--- config.mk ---
export PLATFORM = sky130hd
export DESIGN_NAME = febk_fault_event_flag_bank
export DESIGN_NICKNAME = d
export VERILOG_FILES = /design/src/hdl/febk_pkg.sv /design/src/hdl/febk_fault_event_flag_bank.sv
export VERILOG_INCLUDE_DIRS = /design/src /design/src/hdl
export SDC_FILE = /design/constraint.sdc
export NUM_CORES = 1
export LEC_CHECK = 0
export ABC_AREA = 1
export BUFFER_PORTS_ARGS = -buffer_cell sky130_fd_sc_hd__buf_2
export CAP_MARGIN = 10
export CORE_MARGIN = 2
export CORE_UTILIZATION = 35
export CTS_BUF_LIST = sky130_fd_sc_hd__clkbuf_4 sky130_fd_sc_hd__clkbuf_8 sky130_fd_sc_hd__clkbuf_16
export CTS_CLUSTER_DIAMETER = 80
export DETAILED_ROUTE_END_ITERATION = 6
export PLACE_DENSITY = 0.6
export SETUP_SLACK_MARGIN = 0.1
export SYNTH_ARGS = -nofsm -noshare
export SYNTH_HDL_FRONTEND = slang
export SYNTH_SLANG_ARGS = --single-unit
export TNS_END_PERCENT = 50
--- constraint.sdc ---
create_clock -name clk -period 1.3 [get_ports clk]
set_input_delay 0.065 -clock clk [delete_from_list [all_inputs] [get_ports clk]]
set_output_delay 0.065 -clock clk [all_outputs]
set_load 0.005 [all_outputs]
--- src/hdl/febk_cfg.svh ---
// register offsets, reset values and field positions of the fault flag bank
`ifndef FEBK_CFG_SVH
`define FEBK_CFG_SVH
`define FEBK_OFS_SUPPLY_THERMAL 8'h52
`define FEBK_OFS_SERIAL_ERROR 8'h53
`define FEBK_OFS_BUS_FAULT 8'h54
`define FEBK_OFS_MASK_ONE 8'h56
`define FEBK_OFS_MASK_TWO 8'h57
`define FEBK_OFS_MASK_THREE 8'h58
`define FEBK_RST_SUPPLY_THERMAL 8'h40
`define FEBK_RST_SERIAL_ERROR 8'h00
`define FEBK_RST_BUS_FAULT 8'h00
`define FEBK_RST_MASK_ONE 8'hF3
`define FEBK_RST_MASK_TWO 8'h3F
`define FEBK_RST_MASK_THREE 8'h80
`define FEBK_BIT_POWER_UP 6
`define FEBK_BIT_REG_OVER 5
`define FEBK_BIT_SUPPLY_UNDER 4
`define FEBK_BIT_REG_UNDER 2
`define FEBK_BIT_THERM_TRIP 1
`define FEBK_BIT_THERM_WARN 0
`define FEBK_BIT_SERIAL_ERR 7
`define FEBK_BIT_LINES_SHORT 5
`define FEBK_BIT_HIGH_BAT 4
`define FEBK_BIT_LOW_GND 3
`define FEBK_BIT_BUS_OPEN 2
`define FEBK_BIT_BUS_GND 1
`define FEBK_BIT_BUS_BAT 0
`define FEBK_MSK_SUPPLY_THERMAL 8'h77
`define FEBK_MSK_SERIAL_ERROR 8'h80
`define FEBK_MSK_BUS_FAULT 8'h3F
`define FEBK_MSK_MASK_ONE 8'hF5
`define FEBK_MSK_MASK_TWO 8'h37
`define FEBK_MSK_MASK_THREE 8'h80
`endif

--- src/hdl/febk_pkg.sv ---
// types shared by the fault flag bank
package febk_pkg;
  typedef logic [7:0] febk_byte_type;
endpackage

--- src/hdl/febk_fault_event_flag_bank.sv ---
// fault flag and mask bank of the register port
`timescale 1ns/1ps
`default_nettype none
`include "febk_cfg.svh"
module febk_fault_event_flag_bank
  import febk_pkg::*;
(
  input wire logic clk,
  input wire logic rst,
  input wire logic reg_wr,
  input wire logic reg_rd,
  input wire logic [7:0] reg_addr,
  input wire logic [7:0] reg_wdata,
  output logic [7:0] reg_rdata,
  input wire logic regulator_over_evt,
  input wire logic supply_under_evt,
  input wire logic regulator_under_evt,
  input wire logic thermal_trip_evt,
  input wire logic thermal_warn_evt,
  input wire logic serial_status_error,
  input wire logic bus_lines_shorted_evt,
  input wire logic high_line_battery_evt,
  input wire logic low_line_ground_evt,
  input wire logic bus_open_evt,
  input wire logic bus_ground_short_evt,
  input wire logic bus_battery_short_evt,
  input wire logic [7:0] event_flags_one,
  output logic global_error_summary,
  output logic irq_request
);
  febk_byte_type supply_thermal_flags_r, supply_thermal_flags_nxt;
  febk_byte_type serial_error_flags_r, serial_error_flags_nxt;
  febk_byte_type bus_fault_flags_r, bus_fault_flags_nxt;
  febk_byte_type event_mask_one_r, event_mask_one_nxt;
  febk_byte_type event_mask_two_r, event_mask_two_nxt;
  febk_byte_type event_mask_three_r, event_mask_three_nxt;
  febk_byte_type reg_rdata_nxt;
  logic serial_status_d_r;
  febk_byte_type st_set, bus_set, se_set, st_clr, se_clr, bus_clr;
  logic wr_st, wr_se, wr_bus;
  logic global_error_summary_nxt, irq_request_nxt;

  assign wr_st = reg_wr && (reg_addr == `FEBK_OFS_SUPPLY_THERMAL);
  assign wr_se = reg_wr && (reg_addr == `FEBK_OFS_SERIAL_ERROR);
  assign wr_bus = reg_wr && (reg_addr == `FEBK_OFS_BUS_FAULT);

  always_comb begin
    st_set = 8'h00;
    st_set[`FEBK_BIT_REG_OVER] = regulator_over_evt;
    st_set[`FEBK_BIT_SUPPLY_UNDER] = supply_under_evt;
    st_set[`FEBK_BIT_REG_UNDER] = regulator_under_evt;
    st_set[`FEBK_BIT_THERM_TRIP] = thermal_trip_evt;
    st_set[`FEBK_BIT_THERM_WARN] = thermal_warn_evt;
    se_set = 8'h00;
    // rising edge only: a status error that stays set must not re-arm a cleared flag
    se_set[`FEBK_BIT_SERIAL_ERR] = serial_status_error && !serial_status_d_r;
    bus_set = 8'h00;
    bus_set[`FEBK_BIT_LINES_SHORT] = bus_lines_shorted_evt;
    bus_set[`FEBK_BIT_HIGH_BAT] = high_line_battery_evt;
    bus_set[`FEBK_BIT_LOW_GND] = low_line_ground_evt;
    bus_set[`FEBK_BIT_BUS_OPEN] = bus_open_evt;
    bus_set[`FEBK_BIT_BUS_GND] = bus_ground_short_evt;
    bus_set[`FEBK_BIT_BUS_BAT] = bus_battery_short_evt;
    st_clr = wr_st ? reg_wdata : 8'h00;
    se_clr = wr_se ? reg_wdata : 8'h00;
    bus_clr = wr_bus ? reg_wdata : 8'h00;
    // set wins over a clear in the same cycle; reserved bits masked away
    supply_thermal_flags_nxt = ((supply_thermal_flags_r & ~st_clr) | st_set) & `FEBK_MSK_SUPPLY_THERMAL;
    serial_error_flags_nxt = ((serial_error_flags_r & ~se_clr) | se_set) & `FEBK_MSK_SERIAL_ERROR;
    bus_fault_flags_nxt = ((bus_fault_flags_r & ~bus_clr) | bus_set) & `FEBK_MSK_BUS_FAULT;
    event_mask_one_nxt = event_mask_one_r;
    event_mask_two_nxt = event_mask_two_r;
    event_mask_three_nxt = event_mask_three_r;
    if (reg_wr) begin
      unique case (reg_addr)
        `FEBK_OFS_MASK_ONE: event_mask_one_nxt = reg_wdata & `FEBK_MSK_MASK_ONE;
        `FEBK_OFS_MASK_TWO: event_mask_two_nxt = reg_wdata & `FEBK_MSK_MASK_TWO;
        `FEBK_OFS_MASK_THREE: event_mask_three_nxt = reg_wdata & `FEBK_MSK_MASK_THREE;
        default: ;
      endcase
    end
    reg_rdata_nxt = reg_rdata;
    if (reg_rd) begin
      unique case (reg_addr)
        `FEBK_OFS_SUPPLY_THERMAL: reg_rdata_nxt = supply_thermal_flags_r;
        `FEBK_OFS_SERIAL_ERROR: reg_rdata_nxt = serial_error_flags_r;
        `FEBK_OFS_BUS_FAULT: reg_rdata_nxt = bus_fault_flags_r;
        `FEBK_OFS_MASK_ONE: reg_rdata_nxt = event_mask_one_r;
        `FEBK_OFS_MASK_TWO: reg_rdata_nxt = event_mask_two_r;
        `FEBK_OFS_MASK_THREE: reg_rdata_nxt = event_mask_three_r;
        default: reg_rdata_nxt = 8'h00;
      endcase
    end
    // summary ignores masks, so it flags even disabled faults
    global_error_summary_nxt = |{event_flags_one, supply_thermal_flags_nxt, serial_error_flags_nxt,
                                 bus_fault_flags_nxt};
    // next-state terms keep both outputs aligned with the flag registers
    irq_request_nxt = |{event_flags_one & event_mask_one_nxt, supply_thermal_flags_nxt & event_mask_two_nxt,
                        serial_error_flags_nxt & event_mask_three_nxt, bus_fault_flags_nxt};
  end

  always_ff @(posedge clk) begin
    if (rst) begin
      supply_thermal_flags_r <= `FEBK_RST_SUPPLY_THERMAL;
      serial_error_flags_r <= `FEBK_RST_SERIAL_ERROR;
      bus_fault_flags_r <= `FEBK_RST_BUS_FAULT;
      event_mask_one_r <= `FEBK_RST_MASK_ONE;
      event_mask_two_r <= `FEBK_RST_MASK_TWO;
      event_mask_three_r <= `FEBK_RST_MASK_THREE;
      serial_status_d_r <= 1'b0;
      reg_rdata <= 8'h00;
      global_error_summary <= 1'b0;
      irq_request <= 1'b0;
    end else begin
      supply_thermal_flags_r <= supply_thermal_flags_nxt;
      serial_error_flags_r <= serial_error_flags_nxt;
      bus_fault_flags_r <= bus_fault_flags_nxt;
      event_mask_one_r <= event_mask_one_nxt;
      event_mask_two_r <= event_mask_two_nxt;
      event_mask_three_r <= event_mask_three_nxt;
      serial_status_d_r <= serial_status_error;
      reg_rdata <= reg_rdata_nxt;
      global_error_summary <= global_error_summary_nxt;
      irq_request <= irq_request_nxt;
    end
  end

  // power-up flag: set by reset, only a written one removes it
  a_power_up_reset: assert property (
    @(posedge clk) $fell(rst) |-> supply_thermal_flags_r[`FEBK_BIT_POWER_UP])
    else $error("power-up flag not set after reset");
  a_power_up_hold: assert property (
    @(posedge clk) disable iff (rst)
    $fell(supply_thermal_flags_r[`FEBK_BIT_POWER_UP]) |->
    $past(wr_st) && $past(reg_wdata[`FEBK_BIT_POWER_UP]))
    else $error("power-up flag cleared without write");
  // a fault must show at the edge after its condition, even under a clear
  a_reg_over_latch: assert property (
    @(posedge clk) disable iff (rst)
    regulator_over_evt |=> supply_thermal_flags_r[`FEBK_BIT_REG_OVER])
    else $error("regulator over not latched");
  a_supply_under_latch: assert property (
    @(posedge clk) disable iff (rst)
    supply_under_evt |=> supply_thermal_flags_r[`FEBK_BIT_SUPPLY_UNDER])
    else $error("supply under not latched");
  a_reg_under_latch: assert property (
    @(posedge clk) disable iff (rst)
    regulator_under_evt |=> supply_thermal_flags_r[`FEBK_BIT_REG_UNDER])
    else $error("regulator under not latched");
  a_reg_over_clear: assert property (
    @(posedge clk) disable iff (rst)
    wr_st && reg_wdata[`FEBK_BIT_REG_OVER] && !regulator_over_evt |=>
    !supply_thermal_flags_r[`FEBK_BIT_REG_OVER])
    else $error("regulator over flag not cleared by write");
  a_thermal_latch: assert property (
    @(posedge clk) disable iff (rst)
    thermal_trip_evt && !thermal_warn_evt && !wr_st ##1 !thermal_trip_evt && !wr_st |=>
    supply_thermal_flags_r[`FEBK_BIT_THERM_TRIP])
    else $error("thermal trip not held");
  a_warn_latch: assert property (
    @(posedge clk) disable iff (rst)
    thermal_warn_evt |=> supply_thermal_flags_r[`FEBK_BIT_THERM_WARN])
    else $error("thermal warning not latched");
  a_serial_err_set: assert property (
    @(posedge clk) disable iff (rst)
    $rose(serial_status_error) && !$past(rst) |=> serial_error_flags_r[`FEBK_BIT_SERIAL_ERR])
    else $error("serial error flag not set");
  // a status error held high must not re-arm the flag after software clears it
  a_serial_no_rearm: assert property (
    @(posedge clk) disable iff (rst)
    wr_se && reg_wdata[`FEBK_BIT_SERIAL_ERR] && serial_status_error && $past(serial_status_error) &&
    !$past(rst) |=> !serial_error_flags_r[`FEBK_BIT_SERIAL_ERR])
    else $error("serial error flag re-armed by held status");
  a_bus_short_latch: assert property (
    @(posedge clk) disable iff (rst)
    bus_lines_shorted_evt |=> bus_fault_flags_r[`FEBK_BIT_LINES_SHORT])
    else $error("bus short not latched");
  a_high_bat_latch: assert property (
    @(posedge clk) disable iff (rst)
    high_line_battery_evt |=> bus_fault_flags_r[`FEBK_BIT_HIGH_BAT])
    else $error("high line battery short not latched");
  a_low_gnd_latch: assert property (
    @(posedge clk) disable iff (rst)
    low_line_ground_evt |=> bus_fault_flags_r[`FEBK_BIT_LOW_GND])
    else $error("low line ground short not latched");
  a_bus_open_latch: assert property (
    @(posedge clk) disable iff (rst)
    bus_open_evt |=> bus_fault_flags_r[`FEBK_BIT_BUS_OPEN])
    else $error("bus open not latched");
  a_bus_gnd_latch: assert property (
    @(posedge clk) disable iff (rst)
    bus_ground_short_evt |=> bus_fault_flags_r[`FEBK_BIT_BUS_GND])
    else $error("ground short not latched");
  a_bus_gnd_hold: assert property (
    @(posedge clk) disable iff (rst)
    $fell(bus_fault_flags_r[`FEBK_BIT_BUS_GND]) |->
    $past(wr_bus) && $past(reg_wdata[`FEBK_BIT_BUS_GND]))
    else $error("ground short flag cleared without write");
  a_bus_bat_latch: assert property (
    @(posedge clk) disable iff (rst)
    bus_battery_short_evt |=> bus_fault_flags_r[`FEBK_BIT_BUS_BAT])
    else $error("battery short not latched");
  a_bus_bat_hold: assert property (
    @(posedge clk) disable iff (rst)
    $fell(bus_fault_flags_r[`FEBK_BIT_BUS_BAT]) |->
    $past(wr_bus) && $past(reg_wdata[`FEBK_BIT_BUS_BAT]))
    else $error("battery short flag cleared without write");
  a_bus_rsvd_zero: assert property (
    @(posedge clk) disable iff (rst) bus_fault_flags_r[7:6] == 2'b00)
    else $error("bus fault reserved bits nonzero");
  a_bus_rsvd_read: assert property (
    @(posedge clk) disable iff (rst)
    reg_rd && (reg_addr == `FEBK_OFS_BUS_FAULT) |=> reg_rdata[7:6] == 2'b00)
    else $error("bus fault reserved bits read nonzero");
  // masks keep only their writable bits
  a_mask_one_write: assert property (
    @(posedge clk) disable iff (rst)
    reg_wr && (reg_addr == `FEBK_OFS_MASK_ONE) |=>
    event_mask_one_r == ($past(reg_wdata) & `FEBK_MSK_MASK_ONE))
    else $error("mask one write not taken");
  a_mask_two_write: assert property (
    @(posedge clk) disable iff (rst)
    reg_wr && (reg_addr == `FEBK_OFS_MASK_TWO) |=>
    event_mask_two_r == ($past(reg_wdata) & `FEBK_MSK_MASK_TWO))
    else $error("mask two write not taken");
  a_mask_three_write: assert property (
    @(posedge clk) disable iff (rst)
    reg_wr && (reg_addr == `FEBK_OFS_MASK_THREE) |=>
    event_mask_three_r == ($past(reg_wdata) & `FEBK_MSK_MASK_THREE))
    else $error("mask three write not taken");
  a_mask_three_rsvd: assert property (
    @(posedge clk) disable iff (rst) event_mask_three_r[6:0] == 7'h00)
    else $error("mask three reserved bits nonzero");
  // first edge after reset still shows the reset value of the summary
  a_summary_or: assert property (
    @(posedge clk) disable iff (rst)
    !$past(rst) |-> global_error_summary ==
    |{$past(event_flags_one), supply_thermal_flags_r, serial_error_flags_r, bus_fault_flags_r})
    else $error("summary differs from flag OR");
  a_irq_in_summary: assert property (
    @(posedge clk) disable iff (rst) irq_request |-> global_error_summary)
    else $error("irq without summary");
  a_masked_no_irq: assert property (
    @(posedge clk) disable iff (rst)
    (event_mask_two_r == 8'h00) && (event_mask_three_r == 8'h00) && ($past(event_flags_one) == 8'h00)
    && (bus_fault_flags_r == 8'h00) |-> !irq_request)
    else $error("irq with all sources masked");
  // bus faults carry no enable here, so any of them must reach the host
  a_bus_irq: assert property (
    @(posedge clk) disable iff (rst)
    bus_fault_flags_r != 8'h00 |-> irq_request)
    else $error("bus fault did not raise irq");
endmodule
`default_nettype wire

## Word-level counts from Yosys, hierarchy flattened

Index checks and enable logic that the tools add are counted.

| storage, ports and cells | value |
|---|---|
| register bits | 55 |
| output and inout port bits | 10 |

| operators by class | value |
|---|---|
| reductions and logical operators | 7 |
| eq/ne operators | 6 |
| multiplexer cells | 10 |
| bitwise operators | 12 |

Operator list:

| operator | number |
|---|---|
| two-way mux 8 bit | 7 |
| == test 8 x 7 -> 1 bit, second input constant | 6 |
| case mux 8 bit (6 select lines) | 1 |
| OR reduction 30 bit | 1 |
| AND 8 bit | 3 |
| OR reduction 21 bit | 1 |
| AND 7 x 8 -> 8 bit | 1 |
| inverter 8 bit | 1 |
| bitwise OR 8 bit | 1 |
| AND 7 bit | 1 |
| two-way mux 7 bit | 1 |
| inverter 7 bit | 1 |
| bitwise OR 7 x 6 -> 7 bit | 1 |
| AND 6 bit | 1 |
| two-way mux 6 bit | 1 |
| inverter 6 bit | 1 |
| bitwise OR 6 bit | 1 |
| logical AND 1 bit | 4 |
| zero test 1 bit | 1 |

## Depth between registers and ports, before layout

Gate-level depths: netlist (run 1).

| depth | value |
|---|---|
| depth after elaboration | 8 |
| mapped depth | 14 |

## Worst setup path after synthesis (run 1)

Ideal clock, no wire load.

| path | value |
|---|---|
| kind | in2reg |
| start point | in reg_addr[6] |
| end point | reg irq_request |
| setup slack | 0.066 ns |
| buffers on the path | 1 |
| cell stages on the path | 12 |
| required time | 1.172 ns |
| arrival | 1.106 ns |
| cells stage by stage | nand2_2 > inv_1 > nand2_1 > nor2_2 > buf_6 > nand3_1 > a21oi_2 > nand2_1 > nor2_1 > nand3_1 > nor2_1 > nor2_1 |

| on the way | value |
|---|---|
| cells in the longest elaborated chain, start to end | 8 |

RTL lines:

| item | line | source |
|---|---|---|
| start, declared | febk_fault_event_flag_bank.sv:12 | `input wire logic [7:0] reg_addr,` |
| == test 8 x 7 -> 1 bit | - |  |
| logical AND 1 bit, on equally long branches | febk_fault_event_flag_bank.sv:43, febk_fault_event_flag_bank.sv:44 |  |
| two-way mux 7 bit / two-way mux 8 bit (equally long branches) | febk_fault_event_flag_bank.sv:64, febk_fault_event_flag_bank.sv:65 |  |
| inverter 7 bit / inverter 8 bit (equally long branches) | febk_fault_event_flag_bank.sv:68, febk_fault_event_flag_bank.sv:69 |  |
| AND 7 bit / AND 8 bit (equally long branches) | febk_fault_event_flag_bank.sv:68, febk_fault_event_flag_bank.sv:69 |  |
| bitwise OR 7 x 6 -> 7 bit / bitwise OR 8 bit (equally long branches) | febk_fault_event_flag_bank.sv:68, febk_fault_event_flag_bank.sv:69 |  |
| AND 7 x 8 -> 8 bit / AND 8 bit (equally long branches) | febk_fault_event_flag_bank.sv:98, febk_fault_event_flag_bank.sv:99 |  |
| OR reduction 30 bit (*) | febk_fault_event_flag_bank.sv:98 | `irq_request_nxt = \|{event_flags_one & event_mask_one_nxt, supply_thermal_flags_nxt & event_mask_two_nxt,` |
| end signal, assigned | febk_fault_event_flag_bank.sv:124 | `irq_request <= irq_request_nxt;` |
| end, declared | febk_fault_event_flag_bank.sv:29 | `output logic irq_request` |

Every way passes the cells marked *; elsewhere a longest branch is shown, timed or not.
A chain may end at the register's enable or synchronous reset.

## Worst setup path after layout (run 1)

| path | value |
|---|---|
| start point | in reg_addr[3] |
| end point | reg irq_request |

The elaborated chain is that of the path after synthesis.

==> results.toml, run 1 <==
[placement]
routabilityCongestion = 0.859
hpwl_um = 4510
io_buffers = 49
dpl_worst_slack_ns = -0.332

[synth]
synth.distinct_cells = 29
netlist_instances = 305
ys.flop_type = "dfxtp_1"
syn_area_um2 = 2050
yosysWarnings = 0
ys_seq_area_share_pct = 39.0
ys_ff_latch = 40
synth_top_area_share_pct = 39.0
synth_area_leader_cell = "dfxtp_1"
synth.area.top_cells = "dfxtp_1 39%, nand2_1 18%, nand3_1 8.5%"
synth_edf_count = 0
async_flop_share_pct = 0
postSynthAreaPerCell_um2 = 6.73
syn_nets = 345

[pwr]
combPwrFrac_pct = 14.9
pwr_density_cell_nw_per_um2 = 848
p_sw_mw = 0.682
power_mw = 2.56
p_seq_share_pct = 49.9
power.leakage_nw = 1.43
vdd_ir_drop_max_v = 0.000631
p_clk_share_pct = 35.2
p_int_mw = 1.88
switching_share_pct = 26.6

[finish]
area_delta_synth_final_pct = 47.2
finish.utilization_pct = 54.2
drive_above_1_share_pct = 39.0
finalNetCount = 436
n_antenna_cell = 0

[setup_path]
critPathKind = "input port to flop"
worst-path-max-fanout = 4
critical-path-slowest-cell = "nor2_4"
start_kind = "input port"
crit_required_ns = 1.49
end_kind = "flop"
rrSetupSlack_ns = 0.22
crit_family = "simple AND/OR/NAND/NOR gates"
slowest_delay_ns = 0.16
worst-endpoint-arrival_ns = 1.40
crit_buf_inv = 2
crit_chain = "buf_2 > nor2_4 > nand3_2 > nor2_4 > clkbuf_16 > nand3_2 > nand2_2 > nand2_2 > nand2_1 > nand2_1 > nor2_1 > nand2_1 > nor2_1 > nor2_1"

[sta]
slew_headroom_pct = 75.7
timing.final.ws_setup_ns = 0.0933
worst_slew_pin_slew_ns = 0.364
finalCriticalPeriod_ns = 1.21
hold_violations = 0
setup_violations = 0
clock_skew_ns = 0.00667
max_freq_ghz = 0.829
period_share_pct = 92.8
grt_setup_unrepaired = "yes"
hold_slack_ns = 0.0244
drv_slew = 0

[detailed_routing]
drc = 0
num_vias = 2358
wirelength_um = 6550
ant_nets = 0
drt-pass1-iter-count = 5
drt_iter0_drc = 204
post_drt_via_cell_ratio = 5.03
wl_per_cell_um = 14.0

[floorplan]
coreArea_um2 = 5570
die_w_um = 80.6
io_pins = 50
die_h_um = 80.6
start_util_pct = 36.8
die_area_um2 = 6490
row_count = 27

[grt]
grt_max_degree = 20
antenna_found_initial = 0
grt_pass1_vias = 2071
overflow = 0
grt_usage_pct = 20.1
grt_first_pass_wirelength_um = 9890

[clocking]
clock_sinks = 40
cts_made_buffers = 5
cts_max_level = 2
path_clk_slew_ns = 0.08
cts_tree = "yes"
root_buffer = "clkbuf_8"
clock_path_buffers = 2
clock_latency_ns = 0.30

[min_path]
hp-class = "input port to flop"

[flow_run]
drv_cap = 0

[run_status]
outcome = "complete, no violations"
## metal layers
metal  share of wire, %  global-route usage, %  vias to the layer above
met2                 48                   31.5                       75
met4                1.0                   5.59                        0
li1                   -                      -                     1180
met5                  0                      0                        -
met1                 46                   28.1                     1097
met3                4.9                   3.93                        6
## kinds of logic (layout without fill, tap and decap cells)
| family | after synthesis | in the layout | synth area share [%] |
|---|---|---|---|
| AO/OA/AOI/OAI | 34 | 34 | 9.87 |
| buffers and inverters | 46 | 135 | 9.75 |
| flip-flops | 40 | 40 | 39.0 |
| AND/OR/NAND/NOR | 185 | 188 | 41.4 |
## worst register-to-register path: cells and delay by family (launching register included)
kind / cells / cell delay (ns)
and+or+nand+nor: 5 / 0.48
DFF: 1 / 0.34
AOI/OAI and AO/OA: 1 / 0.16
## cell usage in the layout (no fill, tap or decap), drive strengths merged, types with 2 or more instances in the layout
master,Yosys,final
a21oi,20,20
buf,5,86
clkbuf,5,9
dfxtp,40,40
dlygate4sd3,0,3
inv,35,35
nand2,100,100
nand3,38,39
nand4,8,8
nor2,31,33
nor4,2,2
o2111ai,5,5
o21ai,7,7
or2,3,3
## per-stage QoR
| step | cell area, um2 | TNS (ns) | cells |
|---|---|---|---|
| 2_1_floorplan | 2080 | 0 | 305 |
| 3_3_place_gp | 2620 | -1.27 | 447 |
| 3_5_place_dp | 2620 | -1.36 | 447 |
| 4_1_cts | 2780 | 0 | 461 |
| 5_1_grt | 3020 | 0 | 469 |
| 6_report | 3020 | 0 | 469 |
## worst paths after layout
| kind | start | to | cells after the start |
|---|---|---|---|
| worst max register to register | bus_fault_flags_r[5] | irq_request | 6 |
| worst min register to register | reg_rdata[3] | reg_rdata[3] | 2 |
| worst min-delay path | supply_under_evt | supply_thermal_flags_r[4] | 3 |
| worst max-delay path | reg_addr[3] | irq_request | 14 |
## area by class of cell
| class | instances | area [um2] |
|---|---|---|
| fill | 562 | 2550 |
| multi-input combinational | 222 | 1240 |
| inverter | 36 | 138 |
| tap | 72 | 90.1 |
| timing repair buffer | 91 | 658 |
| clock inverter | 1 | 7.51 |
| clock buffer | 7 | 90.1 |
| sequential | 40 | 801 |
## power groups by stage
stage / combinational (mW) / sequential (mW) / clock (mW)
after floorplan: 0.147 / 1.30 / 0
after global placement: 0.310 / 1.30 / 0
after detailed placement: 0.312 / 1.31 / 0
after CTS: 0.325 / 1.28 / 0.919
after global routing: 0.421 / 1.28 / 0.988
final: 0.382 / 1.28 / 0.901
## cells in the mapped netlist, types with 3 or more instances
cell type	number
nand2_1	97
dfxtp_1	40
nand3_1	35
inv_1	34
nor2_1	25
a21oi_1	18
nand4_1	8
clkbuf_1	5
o2111ai_1	5
o21ai_1	4
buf_6	3
nand2_2	3
nor2_2	3
nor2_4	3
o21ai_0	3
or2_2	3
## flip-flops by register name, indices dropped and copies added (netlist names)
register,cells
event_mask_one_r,8
reg_rdata,8
event_mask_two_r,7
bus_fault_flags_r,6
supply_thermal_flags_r,6
event_mask_three_r,1
global_error_summary,1
irq_request,1
serial_error_flags_r,1
serial_status_d_r,1
## what timing repair did
| action | in CTS | in global routing |
|---|---|---|
| hold endpoints to repair | 3 | 0 |
| pin swaps | 3 | 31 |
| gates resized for setup | 5 | 50 |
| gates cloned | 1 | 3 |
| setup buffers | 2 | 5 |
| setup endpoints to repair | 2 | 5 |
| hold buffers | 3 | 0 |
Note: power is estimated with default switching activity, not from simulation.
==> inputs of run 2 (changes only) <==
--- a/config.mk
+++ b/config.mk
@@ -15,7 +15,6 @@
 export CTS_CLUSTER_DIAMETER = 80
 export DETAILED_ROUTE_END_ITERATION = 6
 export PLACE_DENSITY = 0.6
-export SETUP_SLACK_MARGIN = 0.1
 export SYNTH_ARGS = -nofsm -noshare
 export SYNTH_HDL_FRONTEND = slang
 export SYNTH_SLANG_ARGS = --single-unit
==> constraint.sdc (replaced) <==
create_clock -name clk -period 1.3 [get_ports clk]
set_input_delay 0.065 -clock clk [delete_from_list [all_inputs] [get_ports clk]]
set_output_delay 0.065 -clock clk [all_outputs]
set_load 0.01 [all_outputs]
==> results.toml, run 2 (synthesis results as in run 1) <==
[setup_path]
slowest_delay_ns = 0.19
end_kind = "flop"
crit_chain = "buf_4 > nor2_4 > nand3_2 > nor2_4 > buf_12 > nand3_1 > a21oi_2 > nor2_1 > nor2_1 > nand2_1 > nor2_1 > nor2_1"
critical-path-slowest-cell = "nor2_4"
reg2regPathDepth = 8
cpMostUsedCell = "nor2_1"
critPathKind = "input port to flop"
rrSetupSlack_ns = 0.22
start_kind = "input port"
worst-endpoint-arrival_ns = 1.39
reg2reg_to = "irq_request"
worst-path-max-fanout = 5
r2r-start = "bus_fault_flags_r[0]"
crit_required_ns = 1.50

[min_path]
hp-class = "input port to flop"
whs_endpoint = "bus_fault_flags_r[1]"
holdPathStages = 3
worstHoldStart = "bus_ground_short_evt"

[clocking]
cts_max_level = 2
clock_latency_ns = 0.30
cts_tree = "yes"
clock_path_buffers = 2
path_clk_slew_ns = 0.08
clock_sinks = 40
root_buffer = "clkbuf_8"
cts_made_buffers = 5

[floorplan]
die_area_um2 = 6490
die_h_um = 80.6
io_pins = 50
coreArea_um2 = 5570
row_count = 27
die_w_um = 80.6
start_util_pct = 36.8

[grt]
antenna_found_initial = 0
grt_pass1_vias = 2075
grt_max_degree = 17
grt_first_pass_wirelength_um = 9540
grt_usage_pct = 19.4
overflow = 0

[pwr]
power_mw = 2.46
power.leakage_nw = 1.42
pwr_density_cell_nw_per_um2 = 838
p_sw_mw = 0.658
p_seq_share_pct = 51.9
p_int_mw = 1.80
switching_share_pct = 26.7
combPwrFrac_pct = 14.4
p_clk_share_pct = 33.7
vdd_ir_drop_max_v = 0.000490

[finish]
final_cells = 468
reg_top3 = "event_mask_one_r: 8 flops, reg_rdata: 8 flops, event_mask_two_r: 7 flops"
finish.utilization_pct = 52.6
finalNetCount = 436
area_delta_synth_final_pct = 42.9
drive_above_1_share_pct = 34.3
n_antenna_cell = 0
final_cell_mix = "89 x nand2_1, 46 x buf_2, 40 x dfxtp_1"
final_common_cell = "nand2_1"

[detailed_routing]
ant_nets = 0
drt_iter0_drc = 126
wirelength_um = 6280
wl_per_cell_um = 13.4
drc = 0
post_drt_via_cell_ratio = 4.90
num_vias = 2295
drt-pass1-iter-count = 4

[sta]
drv_slew = 0
setup_violations = 0
hold_violations = 0
worst_slew_pin_slew_ns = 0.410
slew_headroom_pct = 72.6
max_freq_ghz = 0.836
period_share_pct = 92.0
finalCriticalPeriod_ns = 1.20
hold_slack_ns = 0.0182
clock_skew_ns = 0.00573
fin_setup_tns_ns = 0

[placement]
hpwl_um = 4500
io_buffers = 49
dp_cells = 445
routabilityCongestion = 0.875

[run_status]
outcome = "complete, no violations"

[flow_run]
drv_cap = 0
[run 2: cell type report]
| cell class | instances | area [um2] |
|---|---|---|
| fill | 572 | 2640 |
| multi-input combinational | 220 | 1150 |
| sequential | 40 | 801 |
| timing repair buffer | 93 | 673 |
| inverter | 36 | 138 |
| tap | 72 | 90.1 |
| clock buffer | 6 | 76.3 |
| clock inverter | 1 | 5.00 |
[run 2: layer usage]
layer	share of wire, %	up-vias	track usage, %
met5	0	-	0
met2	46	89	30.3
met1	44	1030	26.6
li1	-	1166	-
met3	8.1	10	3.37
met4	1.8	0	7.63
[run 2: worst max-delay path: cells and delay by family]
| family | cells | cell delay [ns] |
|---|---|---|
| AOI/OAI and AO/OA | 1 | 0.17 |
| buffers and inverters | 2 | 0.27 |
| and+or+nand+nor | 9 | 0.88 |
[run 2: worst max path at each step]
stage,depth (start not counted),slack [ns],from,end
after detailed placement,12,-0.34,reg_addr[5],irq_request
after CTS,12,0.03,reg_addr[5],irq_request
after global routing,12,-0.02,reg_addr[3],global_error_summary
after floorplan,12,0.07,reg_addr[6],irq_request
final,12,0.10,reg_addr[3],irq_request
after global placement,12,-0.35,reg_addr[5],irq_request
[run 2: power by group through the flow]
stage	logic [mW]	registers [mW]	clock network, mW
2_1_floorplan	0.144	1.30	0
3_3_place_gp	0.295	1.30	0
3_5_place_dp	0.298	1.30	0
4_1_cts	0.307	1.28	0.848
5_1_grt	0.390	1.28	0.901
6_report	0.354	1.28	0.828
[run 2: what timing repair did]
item                       in CTS  in global routing
hold buffers                    3                  0
gates resized for setup         1                 38
setup buffers                   0                 11
gates cloned                    0                  2
pin swaps                       0                 21
hold endpoints to repair        3                  0
setup endpoints to repair       1                  2
[run 2: per-stage QoR]
stage	worst slack (ns)	cell area, um2
final	0.104	2930
after global routing	-0.0213	2930
after CTS	0.0296	2710
after detailed placement	-0.340	2590
after global placement	-0.349	2590
after floorplan	0.0663	2050
